**config.mk**
```make
export PLATFORM = sky130hd
export DESIGN_NAME = aemi_alert_top
export DESIGN_NICKNAME = d
export VERILOG_FILES = /design/src/inc/aemi_pkg.sv /design/src/design/aemi_alert_top.sv /design/src/design/aemi_flag_bank.sv
export SDC_FILE = /design/constraint.sdc
export NUM_CORES = 1
export LEC_CHECK = 0
export ABC_AREA = 1
export BUFFER_PORTS_ARGS = -buffer_cell sky130_fd_sc_hd__buf_2
export CELL_PAD_IN_SITES_DETAIL_PLACEMENT = 2
export CELL_PAD_IN_SITES_GLOBAL_PLACEMENT = 2
export CORE_ASPECT_RATIO = 1.2
export CORE_UTILIZATION = 32
export CTS_BUF_LIST = sky130_fd_sc_hd__clkbuf_4 sky130_fd_sc_hd__clkbuf_8
export CTS_CLUSTER_DIAMETER = 40
export DETAILED_ROUTE_END_ITERATION = 10
export PLACE_DENSITY_LB_ADDON = 0.1
export SLEW_MARGIN = 20
export SYNTH_ARGS = -nofsm -noshare
export SYNTH_HDL_FRONTEND = slang
export SYNTH_SLANG_ARGS = --single-unit
```
**constraint.sdc**
```tcl
create_clock -name clock_in -period 1.4 [get_ports clock_in]
set_input_delay 0.28 -clock clock_in [delete_from_list [all_inputs] [get_ports clock_in]]
set_output_delay 0.28 -clock clock_in [all_outputs]
set_load 0.01 [all_outputs]
```
**src/inc/aemi_pkg.sv**
```systemverilog
// constants shared by the alert event and mask block
package aemi_pkg;
    localparam int unsigned AEMI_DATA_W = 8;
    localparam int unsigned AEMI_ADDR_W = 8;

    // register offsets
    localparam logic [7:0] AEMI_EVENTS_LOWER_OFS = 8'h10;
    localparam logic [7:0] AEMI_EVENTS_UPPER_OFS = 8'h11;
    localparam logic [7:0] AEMI_MASK_LOWER_OFS = 8'h12;
    localparam logic [7:0] AEMI_MASK_UPPER_OFS = 8'h13;

    // values after reset, and the value read at unmapped offsets
    localparam logic [7:0] AEMI_EVENTS_LOWER_RST = 8'h00;
    localparam logic [7:0] AEMI_EVENTS_UPPER_RST = 8'h00;
    localparam logic [7:0] AEMI_MASK_LOWER_RST = 8'hFF;
    localparam logic [7:0] AEMI_MASK_UPPER_RST = 8'h0F;
    localparam logic [7:0] AEMI_READ_UNMAPPED = 8'h00;

    // implemented bits of the upper bytes; bits 6 to 4 are reserved
    localparam logic [7:0] AEMI_UPPER_IMPL = 8'h8F;

    // lower event byte bit positions
    localparam int unsigned AEMI_LO_CHANNEL = 0;
    localparam int unsigned AEMI_LO_POWER = 1;
    localparam int unsigned AEMI_LO_RX_STATUS = 2;
    localparam int unsigned AEMI_LO_HARD_RESET = 3;
    localparam int unsigned AEMI_LO_TX_FAILED = 4;
    localparam int unsigned AEMI_LO_TX_DISCARDED = 5;
    localparam int unsigned AEMI_LO_TX_SUCCESS = 6;
    localparam int unsigned AEMI_LO_SUPPLY_HIGH = 7;

    // upper event byte bit positions
    localparam int unsigned AEMI_UP_SUPPLY_LOW = 0;
    localparam int unsigned AEMI_UP_FAULT = 1;
    localparam int unsigned AEMI_UP_RX_OVERFLOW = 2;
    localparam int unsigned AEMI_UP_SINK_DISCONNECT = 3;
    localparam int unsigned AEMI_UP_VENDOR = 7;
endpackage : aemi_pkg

```
**src/design/aemi_alert_top.sv**
```systemverilog
// alert event flags, alert masks and the active-low interrupt line
`timescale 1ns/100ps
// Notes on behaviour
// - interrupt line goes low when a flag is set and its mask bit is one
// - interrupt stays low while an unmasked flag is set; flags clear by writing one
// - interrupt returns high once no set flag remains unmasked
// - upper event byte lives at 0x11 and resets to zero
// - bit 7 sets while an unmasked vendor source is pending
// - bit 3 sets when supply crosses the sink disconnect threshold
// - bit 2 sets on receive overflow; writing one acknowledges it
// - overflow condition itself clears only by clearing receive status flag
// - bit 1 sets when any fault is recorded
// - bit 0 sets on supply low alarm
// - mask bit zero blocks its event, one lets it through
// - lower mask byte resets to all ones, one bit per lower event
// - upper mask bit 7 gates vendor events onto the interrupt
// - upper mask bits 3 to 0 gate upper events; reset value 0x0F
// - lower event byte at 0x10 holds the eight lower event flags
// - receive status flag sets only on buffer change with nonzero count
module aemi_alert_top (
    input wire logic clock_in,
    input wire logic rst_in,
    // register port from the serial register interface engine
    input wire logic [7:0] reg_addr_in,
    input wire logic reg_wr_in,
    input wire logic [7:0] reg_wdata_in,
    input wire logic reg_rd_in,
    output logic [7:0] reg_rdata_out,
    output logic reg_rvalid_out,
    // event sources, one-cycle pulses from the detectors, except the levels rx_byte_count_nonzero_in and vendor_pending_in
    input wire logic channel_event_in,
    input wire logic power_event_in,
    input wire logic rx_buffer_changed_in,
    input wire logic rx_byte_count_nonzero_in,
    input wire logic hard_reset_event_in,
    input wire logic transmit_failed_in,
    input wire logic transmit_discarded_in,
    input wire logic transmit_success_in,
    input wire logic supply_high_alarm_in,
    input wire logic supply_low_alarm_in,
    input wire logic fault_recorded_in,
    input wire logic receive_overflow_in,
    input wire logic sink_disconnect_event_in,
    // level: some vendor source is set and unmasked in its own mask
    input wire logic vendor_pending_in,
    // outputs
    output logic int_n_out,
    output logic overflow_active_out
);
    logic [7:0] lower_set;
    logic [7:0] lower_clear;
    logic [7:0] lower_flags;
    logic [7:0] upper_set;
    logic [7:0] upper_clear;
    logic [7:0] upper_flags;

    logic [7:0] mask_lower_reg;
    logic [7:0] mask_lower_next;
    logic [7:0] mask_upper_reg;
    logic [7:0] mask_upper_next;
    logic overflow_reg;
    logic overflow_next;
    logic int_n_reg;
    logic int_n_next;
    logic [7:0] rdata_reg;
    logic [7:0] rdata_next;
    logic rvalid_reg;
    logic rvalid_next;

    logic wr_lower_events;
    logic wr_upper_events;
    logic wr_mask_lower;
    logic wr_mask_upper;

    // address decode
    always_comb begin
        wr_lower_events = reg_wr_in && (reg_addr_in == aemi_pkg::AEMI_EVENTS_LOWER_OFS);
        wr_upper_events = reg_wr_in && (reg_addr_in == aemi_pkg::AEMI_EVENTS_UPPER_OFS);
        wr_mask_lower = reg_wr_in && (reg_addr_in == aemi_pkg::AEMI_MASK_LOWER_OFS);
        wr_mask_upper = reg_wr_in && (reg_addr_in == aemi_pkg::AEMI_MASK_UPPER_OFS);
    end

    // event sources mapped onto flag positions
    always_comb begin
        lower_set = 8'h00;
        lower_set[aemi_pkg::AEMI_LO_CHANNEL] = channel_event_in;
        lower_set[aemi_pkg::AEMI_LO_POWER] = power_event_in;
        lower_set[aemi_pkg::AEMI_LO_RX_STATUS] =
            rx_buffer_changed_in && rx_byte_count_nonzero_in;
        lower_set[aemi_pkg::AEMI_LO_HARD_RESET] = hard_reset_event_in;
        lower_set[aemi_pkg::AEMI_LO_TX_FAILED] = transmit_failed_in;
        lower_set[aemi_pkg::AEMI_LO_TX_DISCARDED] = transmit_discarded_in;
        lower_set[aemi_pkg::AEMI_LO_TX_SUCCESS] = transmit_success_in;
        lower_set[aemi_pkg::AEMI_LO_SUPPLY_HIGH] = supply_high_alarm_in;
        lower_clear = wr_lower_events ? reg_wdata_in : 8'h00;

        upper_set = 8'h00;
        upper_set[aemi_pkg::AEMI_UP_SUPPLY_LOW] = supply_low_alarm_in;
        upper_set[aemi_pkg::AEMI_UP_FAULT] = fault_recorded_in;
        upper_set[aemi_pkg::AEMI_UP_RX_OVERFLOW] = receive_overflow_in;
        upper_set[aemi_pkg::AEMI_UP_SINK_DISCONNECT] = sink_disconnect_event_in;
        // vendor summary follows a pending vendor source; clear the source before this bit
        upper_set[aemi_pkg::AEMI_UP_VENDOR] = vendor_pending_in;
        upper_clear = wr_upper_events ? (reg_wdata_in & aemi_pkg::AEMI_UPPER_IMPL) : 8'h00;
    end

    aemi_flag_bank #(
        .WIDTH(8),
        .RESET_VALUE(aemi_pkg::AEMI_EVENTS_LOWER_RST),
        .IMPL_MASK(8'hFF)
    ) u_lower_flags (
        .clock_in(clock_in),
        .rst_in(rst_in),
        .set_in(lower_set),
        .clear_in(lower_clear),
        .flags_out(lower_flags)
    );

    aemi_flag_bank #(
        .WIDTH(8),
        .RESET_VALUE(aemi_pkg::AEMI_EVENTS_UPPER_RST),
        .IMPL_MASK(aemi_pkg::AEMI_UPPER_IMPL)
    ) u_upper_flags (
        .clock_in(clock_in),
        .rst_in(rst_in),
        .set_in(upper_set),
        .clear_in(upper_clear),
        .flags_out(upper_flags)
    );

    // masks and underlying overflow condition
    always_comb begin
        mask_lower_next = mask_lower_reg;
        mask_upper_next = mask_upper_reg;
        if (wr_mask_lower) begin
            mask_lower_next = reg_wdata_in;
        end
        if (wr_mask_upper) begin
            mask_upper_next = reg_wdata_in & aemi_pkg::AEMI_UPPER_IMPL;
        end
        overflow_next = overflow_reg;
        if (receive_overflow_in) begin
            overflow_next = 1'b1;
        end else if (wr_lower_events && reg_wdata_in[aemi_pkg::AEMI_LO_RX_STATUS]) begin
            // acknowledging the upper overflow bit alone leaves this set
            overflow_next = 1'b0;
        end
    end

    // interrupt line: low while any set flag is enabled by its mask bit
    always_comb begin
        int_n_next = ~(|(lower_flags & mask_lower_reg)
            | |(upper_flags & mask_upper_reg & aemi_pkg::AEMI_UPPER_IMPL));
    end

    // read path, unmapped offsets read zero
    always_comb begin
        rvalid_next = reg_rd_in;
        rdata_next = rdata_reg;
        if (reg_rd_in) begin
            case (reg_addr_in)
                aemi_pkg::AEMI_EVENTS_LOWER_OFS: begin
                    rdata_next = lower_flags;
                end
                aemi_pkg::AEMI_EVENTS_UPPER_OFS: begin
                    rdata_next = upper_flags & aemi_pkg::AEMI_UPPER_IMPL;
                end
                aemi_pkg::AEMI_MASK_LOWER_OFS: begin
                    rdata_next = mask_lower_reg;
                end
                aemi_pkg::AEMI_MASK_UPPER_OFS: begin
                    rdata_next = mask_upper_reg & aemi_pkg::AEMI_UPPER_IMPL;
                end
                default: begin
                    rdata_next = aemi_pkg::AEMI_READ_UNMAPPED;
                end
            endcase
        end
    end

    always_ff @(posedge clock_in or posedge rst_in) begin
        if (rst_in) begin
            mask_lower_reg <= aemi_pkg::AEMI_MASK_LOWER_RST;
            mask_upper_reg <= aemi_pkg::AEMI_MASK_UPPER_RST;
            overflow_reg <= 1'b0;
            int_n_reg <= 1'b1;
            rdata_reg <= 8'h00;
            rvalid_reg <= 1'b0;
        end else begin
            mask_lower_reg <= mask_lower_next;
            mask_upper_reg <= mask_upper_next;
            overflow_reg <= overflow_next;
            int_n_reg <= int_n_next;
            rdata_reg <= rdata_next;
            rvalid_reg <= rvalid_next;
        end
    end

    assign int_n_out = int_n_reg;
    assign overflow_active_out = overflow_reg;
    assign reg_rdata_out = rdata_reg;
    assign reg_rvalid_out = rvalid_reg;
endmodule : aemi_alert_top

```
**src/design/aemi_flag_bank.sv**
```systemverilog
// bank of sticky event flags, set by hardware, cleared by writing one
`timescale 1ns/100ps
module aemi_flag_bank #(
    parameter int unsigned WIDTH = 8,
    parameter logic [WIDTH-1:0] RESET_VALUE = '0,
    parameter logic [WIDTH-1:0] IMPL_MASK = '1
) (
    input wire logic clock_in,
    input wire logic rst_in,
    input wire logic [WIDTH-1:0] set_in,
    input wire logic [WIDTH-1:0] clear_in,
    output logic [WIDTH-1:0] flags_out
);
    logic [WIDTH-1:0] flags_reg;
    logic [WIDTH-1:0] flags_next;

    genvar i;
    generate
        for (i = 0; i < WIDTH; i++) begin : g_flag
            always_comb begin
                if (!IMPL_MASK[i]) begin
                    flags_next[i] = 1'b0;
                end else if (set_in[i]) begin
                    flags_next[i] = 1'b1; // set wins over a clear in the same cycle
                end else if (clear_in[i]) begin
                    flags_next[i] = 1'b0;
                end else begin
                    flags_next[i] = flags_reg[i];
                end
            end
        end
    endgenerate

    always_ff @(posedge clock_in or posedge rst_in) begin
        if (rst_in) begin
            flags_reg <= RESET_VALUE;
        end else begin
            flags_reg <= flags_next;
        end
    end

    assign flags_out = flags_reg;
endmodule : aemi_flag_bank

```
==> summary.txt, run 1 <==
Timing
  – Clock skew: 7.399 ps
  – Max Slew Vio Count: 0
  – Minimum clock period: 1202 ps
  – Sum Neg Setup Slack: 0 ps
  – Slew headroom: between 80% and 90%
  – Hold WS: between 20 and 30 ps
  – Part of the cycle the worst path needs: between 80% and 90%
  – Final setup fails: 0
  – Worst-Margin Slew: slightly below 300 ps
  – Final Hold Viols: 0
  – RSZ-0062 raised after global routing: no
  – Upper clock frequency limit: around 0.83 GHz

Logic synthesis
  – Warnings from Yosys: 0
  – Netlist cell types: 28
  – Cells after Synth: 219
  – Syn Nets: 253
  – Synth Cell Area: 1889 um2
  – Syn Area/Cell: ~8.6 um2
  – Seq/Total Area, Yosys: 49.87%
  – Register bit count reported by yosys: 37

Placement
  – Port bufs: 44
  – Post-detail-place hpwl: 4.091 mm
  – Placer congestion estimate: 0.7431
  – DP Area: 2265 um2

Route
  – Routed vias/inst: 4.629
  – Drt total wl: 5.216 mm
  – DRC viols: 0
  – Vias post-DR: 1648
  – Antenna-violating nets left: 0
  – Drt pass-1 iters: 4
  – WL/cell: 14.65 um
  – Violation count after the first detailed-routing iteration: 31

Setup path
  – Crit-path slowest cell: dfstp_2
  – Delay-heaviest family, CP: flip-flops
  – CP peak stage delay: 520 ps
  – Data required time at the worst endpoint: about 1100 ps
  – Max FO, Critical Path: 1
  – Startpoint types: register
  – Critical Path End Type: output port
  – CP cell instances: buf_2
  – Critical path class: register to output port
  – CP bufs+invs: 1
  – Crit path DAT: 920 ps

Final layout
  – Most common cell after layout, fill and taps aside: nand2_1
  – Area delta synth->final: 25.03%
  – Commonest cells after routing, fill and taps aside: nand2_1 (66), buf_2 (44), dfrtp_1 (24)
  – Layout cell share with drive strength beyond 1: a little under two fifths
  – N_diodes: 0
  – Nets: 309
  – Cell area after layout: 2362 um2

Clocking
  – Clock Latency Late Sink: 290 ps
  – CTS Root Cell: clkbuf_8
  – Num CTS Buffers: 5
  – TritonCTS clock tree: built
  – # hold bufs at CTS: 0
  – CTS clock-pin slew for the worst setup and hold paths: 80 ps
  – Post-CTS setup buffer count: 0
  – Resized Gates After CTS: 0
  – CTS max path bufs: 2
  – H-tree Lvls: 2
  – Clk sink count: 37

Global routing
  – Global route overflow: 0
  – First-pass GRT wire length: 8.645 mm
  – Total GRT Usage: 18.48%
  – Vias in the first global route: 1763
  – Initial antenna violation count: 0
  – Largest net degree at the start of global routing: 38

Floorplan
  – Row count: 30
  – Initial Util: 33.33%
  – Die Wd: about 72 um
  – Full die area: 6217 um2
  – Core ar.: 5668 um2
  – Chip height: 86.17 um
  – IO Pins: 45

Pwr
  – Overall Power: 2.177 mW
  – VDD IR max: around 390 uV
  – PD cells: 921.6 nW/um2
  – LEAKAGE: 1.231 nW

Outcome
  – Status: finished clean

Hold path
  – Hold WC Path Type: input port to asynchronous set/reset pin

Run
  – Max_cap viols: 0
worst min-delay path: cells and delay by family:
kind | cells | cell delay (ps)
buf+inv | 3 | 400
per-stage QoR:
stage | cells | setup slack, ps | utilization, %
2_1_floorplan | 219 | 263.0 | -
3_3_place_gp | 348 | 44.76 | 39.96
3_5_place_dp | 348 | -3.137 | 39.96
4_1_cts | 356 | 182.6 | 41.68
5_1_grt | 356 | 162.0 | 41.68
6_report | 356 | 197.6 | 41.68
cell usage after synthesis:
library cell   n  share of area (%)
nand3_1       23                6.1
nand2_2        5                1.7
nor2_1         4               0.79
a221oi_1       1               0.46
dfstp_2       13                 18
o21a_1         1               0.40
o22ai_1        1               0.33
o21ai_0       11                2.9
clkbuf_1       1               0.20
buf_6          1               0.60
buf_4          2               0.79
nand4_1        1               0.33
nor2_8         1                1.1
inv_1         21                4.2
inv_2          6                1.2
nor2_4         4                2.4
o21ai_1        7                1.9
o21bai_1       3                1.2
a21oi_1        2               0.53
nand3_4        1               0.93
nand2_4        3                1.8
dfrtp_1       24                 32
nor2_2         2               0.66
buf_8          1               0.79
and2_1         1               0.33
nand2_1       66                 13
a21o_1         7                2.8
o21ai_2        6                2.8
where the power goes:
part           switching [mW]  internal [mW]
Combinational           0.129         0.0872
Clock                   0.383          0.441
Sequential             0.0194           1.12
cells by family after synthesis:
group / count (synthesis) / share of synthesized area [%]
buf+inv: 32 / 7.748
simple gates: 111 / 29.14
flops: 37 / 49.87
compound gates: 39 / 13.25
cell type report:
| type | instances | area [um2] |
|---|---|---|
| Timing Repair Buffer | 54 | 320.3 |
| Tap cell | 80 | 100.1 |
| Clock buffer | 8 | 97.59 |
| Sequential cell | 37 | 942.2 |
| Inverter | 27 | 101.3 |
| Multi-Input combinational cell | 150 | 800.8 |
| Fill cell | 645 | 3306 |
metal layers:
layer | vias up | global-route usage, % | wire length [um]
met5 | - | 0 | 0
met2 | 35 | 34.15 | 2786
met1 | 802 | 21.79 | 2262
li1 | 809 | - | -
met4 | 0 | 4.813 | 30
met3 | 2 | 3.256 | 136
worst paths after layout:
| check | start | end | slack, ps | depth (start not counted) |
|---|---|---|---|---|
| max | int_n_out | int_n_out | 200 | 1 |
| min | rst_in | reg_rdata_out[2] | 30 | 3 |
| max reg2reg | u_upper_flags.flags_out[0] | int_n_out | 260 | 5 |
| min reg2reg | reg_rdata_out[4] | reg_rdata_out[4] | 470 | 2 |
| max in group asynchronous | rst_in | mask_lower_reg[7] | 1100 | 3 |
| min in group clock_in | transmit_success_in | u_lower_flags.flags_out[6] | 170 | 2 |
Power figures use the tool's default switching activity.
==> run 2: changes to the inputs <==
--- a/config.mk
+++ b/config.mk
@@ -7,10 +7,10 @@
 export LEC_CHECK = 0
 export ABC_AREA = 1
 export BUFFER_PORTS_ARGS = -buffer_cell sky130_fd_sc_hd__buf_2
-export CELL_PAD_IN_SITES_DETAIL_PLACEMENT = 2
-export CELL_PAD_IN_SITES_GLOBAL_PLACEMENT = 2
+export CELL_PAD_IN_SITES_DETAIL_PLACEMENT = 0
+export CELL_PAD_IN_SITES_GLOBAL_PLACEMENT = 1
 export CORE_ASPECT_RATIO = 1.2
-export CORE_UTILIZATION = 32
+export CORE_UTILIZATION = 41
 export CTS_BUF_LIST = sky130_fd_sc_hd__clkbuf_4 sky130_fd_sc_hd__clkbuf_8
 export CTS_CLUSTER_DIAMETER = 40
 export DETAILED_ROUTE_END_ITERATION = 10
==> run 2 against run 1 <==
  * Routed wire length shrank 18%
  * First-iteration DRC count is 84% higher
  * Register-to-register slack better by 60 ps
  * Setup slack improved by 19 ps
  * Fmax grew 1.6%
  * Hold slack got worse by 16 ps
  * Sequential share of layout area is 0.19 points higher
  * Clock power is 8.3% lower
  * Total power shrank 3.5%
  * Non-clock buffer count up 5
  * Critical path depth unchanged
  * Global-route usage grew 1.2 points
  * Largest power group unchanged
==> summary.txt, run 2 (synthesis results as in run 1) <==
Global routing
  – Vias in the first global route: 1581 (-10%)
  – First-pass GRT wire length: 7.279 mm (-16%)
  – Initial antenna violation count: 0 (unchanged)
  – Largest net degree at the start of global routing: 24 (-37%)
  – Total GRT Usage: 19.67% (+1.2 points)
  – Global route overflow: 0 (unchanged)

Timing
  – Upper clock frequency limit: 0.8453 GHz (+1.6%)
  – Sum Neg Setup Slack: 0 ps (unchanged)
  – Final Hold Viols: 0 (unchanged)
  – RSZ-0062 raised after global routing: no
  – Worst-Margin Slew: 287.9 ps (-0.6233 ps)
  – Minimum clock period: 1183 ps (-19.45 ps)
  – Part of the cycle the worst path needs: 84.50% (-1.4 points)
  – Final setup fails: 0 (unchanged)
  – Clock skew: 4.700 ps (-2.700 ps)
  – Max Slew Vio Count: 0 (unchanged)
  – Slew headroom: 80.81% (+0.24 points)

Route
  – Drt total wl: 4.296 mm (-18%)
  – Antenna-violating nets left: 0 (unchanged)
  – Violation count after the first detailed-routing iteration: 57 (+84%)
  – Routed vias/inst: 4.700 (+1.5%)
  – Drt pass-1 iters: 4 (unchanged)
  – WL/cell: 12.75 um (-13%)
  – Vias post-DR: 1584 (-3.9%)
  – DRC viols: 0 (unchanged)

Final layout
  – Final core utilization: 54.34% (+13 points)
  – Nets: 314 (+1.6%)
  – Most common cell after layout, fill and taps aside: nand2_1
  – N_diodes: 0 (unchanged)
  – Area delta synth->final: 24.44%
  – Multi-input gate area: 800.8 um2 (unchanged)
  – Register area: 942.2 um2 (unchanged)
  – Layout cell share with drive strength beyond 1: 38.43% (+1.1 points)
  – Fillers: 429 (-33%)
  – Commonest cells after routing, fill and taps aside: nand2_1 (66), buf_2 (44), dfrtp_1 (24)

Setup path
  – Delay-heaviest family, CP: flip-flops
  – Worst reg2reg startpoint: mask_lower_reg[3]
  – Data required time at the worst endpoint: 1120 ps (about the same)
  – Reg2Reg Depth: 5 (unchanged)
  – Startpoint types: register
  – Max FO, Critical Path: 1 (unchanged)
  – R2R Path End: int_n_out
  – CP bufs+invs: 1 (unchanged)
  – FF-to-FF setup slack: 320 ps (+60 ps)
  – CP peak stage delay: 510 ps (about the same)
  – Crit path DAT: 900 ps (-20 ps)
  – Critical Path End Type: output port
  – Crit-path slowest cell: dfstp_2
  – CP cell instances: buf_2
  – Critical path class: register to output port

Clocking
  – CTS max path bufs: 2 (unchanged)
  – # hold bufs at CTS: 0 (unchanged)
  – CTS clock-pin slew for the worst setup and hold paths: 70 ps (about the same)
  – H-tree Lvls: 2 (unchanged)
  – Num CTS Buffers: 5 (unchanged)
  – Clock Latency Late Sink: 280 ps (about the same)
  – Resized Gates After CTS: 0 (unchanged)
  – CTS Root Cell: clkbuf_8
  – TritonCTS clock tree: built
  – Post-CTS setup buffer count: 0 (unchanged)
  – Clk sink count: 37 (unchanged)

Pwr
  – LEAKAGE: 1.250 nW (+1.6%)
  – VDD IR max: 540.7 uV (+39%)
  – PD cells: 893.7 nW/um2 (-3.0%)
  – Overall Power: 2.101 mW (-3.5%)

Placement
  – Placer congestion estimate: 0.8968 (+21%)
  – Port bufs: 44 (unchanged)
  – Post-detail-place hpwl: 3.380 mm (-17%)

Run
  – Max_cap viols: 0 (unchanged)

Floorplan
  – Core ar.: 4327 um2 (-24%)
  – Chip height: 76.36 um (-11%)
  – Row count: 26 (-13%)
  – Initial Util: 43.67% (+10 points)
  – Die Wd: 63.97 um (-11%)
  – IO Pins: 45 (unchanged)
  – Full die area: 4885 um2 (-21%)

Outcome
  – Status: finished clean

Hold path
  – Hold WC Path Type: input port to asynchronous set/reset pin
[run 2: metal layers]
layer	vias to the layer above	part of all wire, %	GRT usage [%]
li1	821	-	-
met1	721	46	24.54
met2	40	49	33.30
met3	2	4.1	4.491
met4	0	0.58	6.136
met5	-	0	0
[run 2: worst max-delay path by stage]
stage / startpoint / endpoint / cells past startpoint
2_1_floorplan: reg_addr_in[2] / overflow_active_out / 8
3_3_place_gp: reg_addr_in[2] / u_lower_flags.flags_out[1] / 9
3_5_place_dp: reg_addr_in[5] / u_lower_flags.flags_out[1] / 9
4_1_cts: int_n_out / int_n_out / 1
5_1_grt: int_n_out / int_n_out / 1
6_report: int_n_out / int_n_out / 1
[run 2: report_power, final]
| part | leakage (nW) | internal, mW | switching [mW] |
|---|---|---|---|
| Sequential | 0.395 | 1.12 | 0.0189 |
| Combinational | 0.805 | 0.0845 | 0.123 |
| Clock | 0.0498 | 0.411 | 0.345 |
| Total | 1.25 | 1.61 | 0.487 |
[run 2: through the flow]
step	cell area (um2)	hold WS (ps)	instances	setup WS, ps
2_1_floorplan	1889	311.4	219	263.0
3_3_place_gp	2260	312.1	329	28.57
3_5_place_dp	2260	315.9	329	25.50
4_1_cts	2351	9.181	337	202.9
5_1_grt	2351	19.20	337	187.1
6_report	2351	12.43	337	217.0
[run 2: area by class of cell]
type | count | share of cell area, %
Clock buffer | 8 | 3.885
Sequential cell | 37 | 40.07
Inverter | 27 | 4.311
Multi-Input combinational cell | 150 | 34.06
Tap cell | 56 | 2.980
Timing Repair Buffer | 59 | 14.69
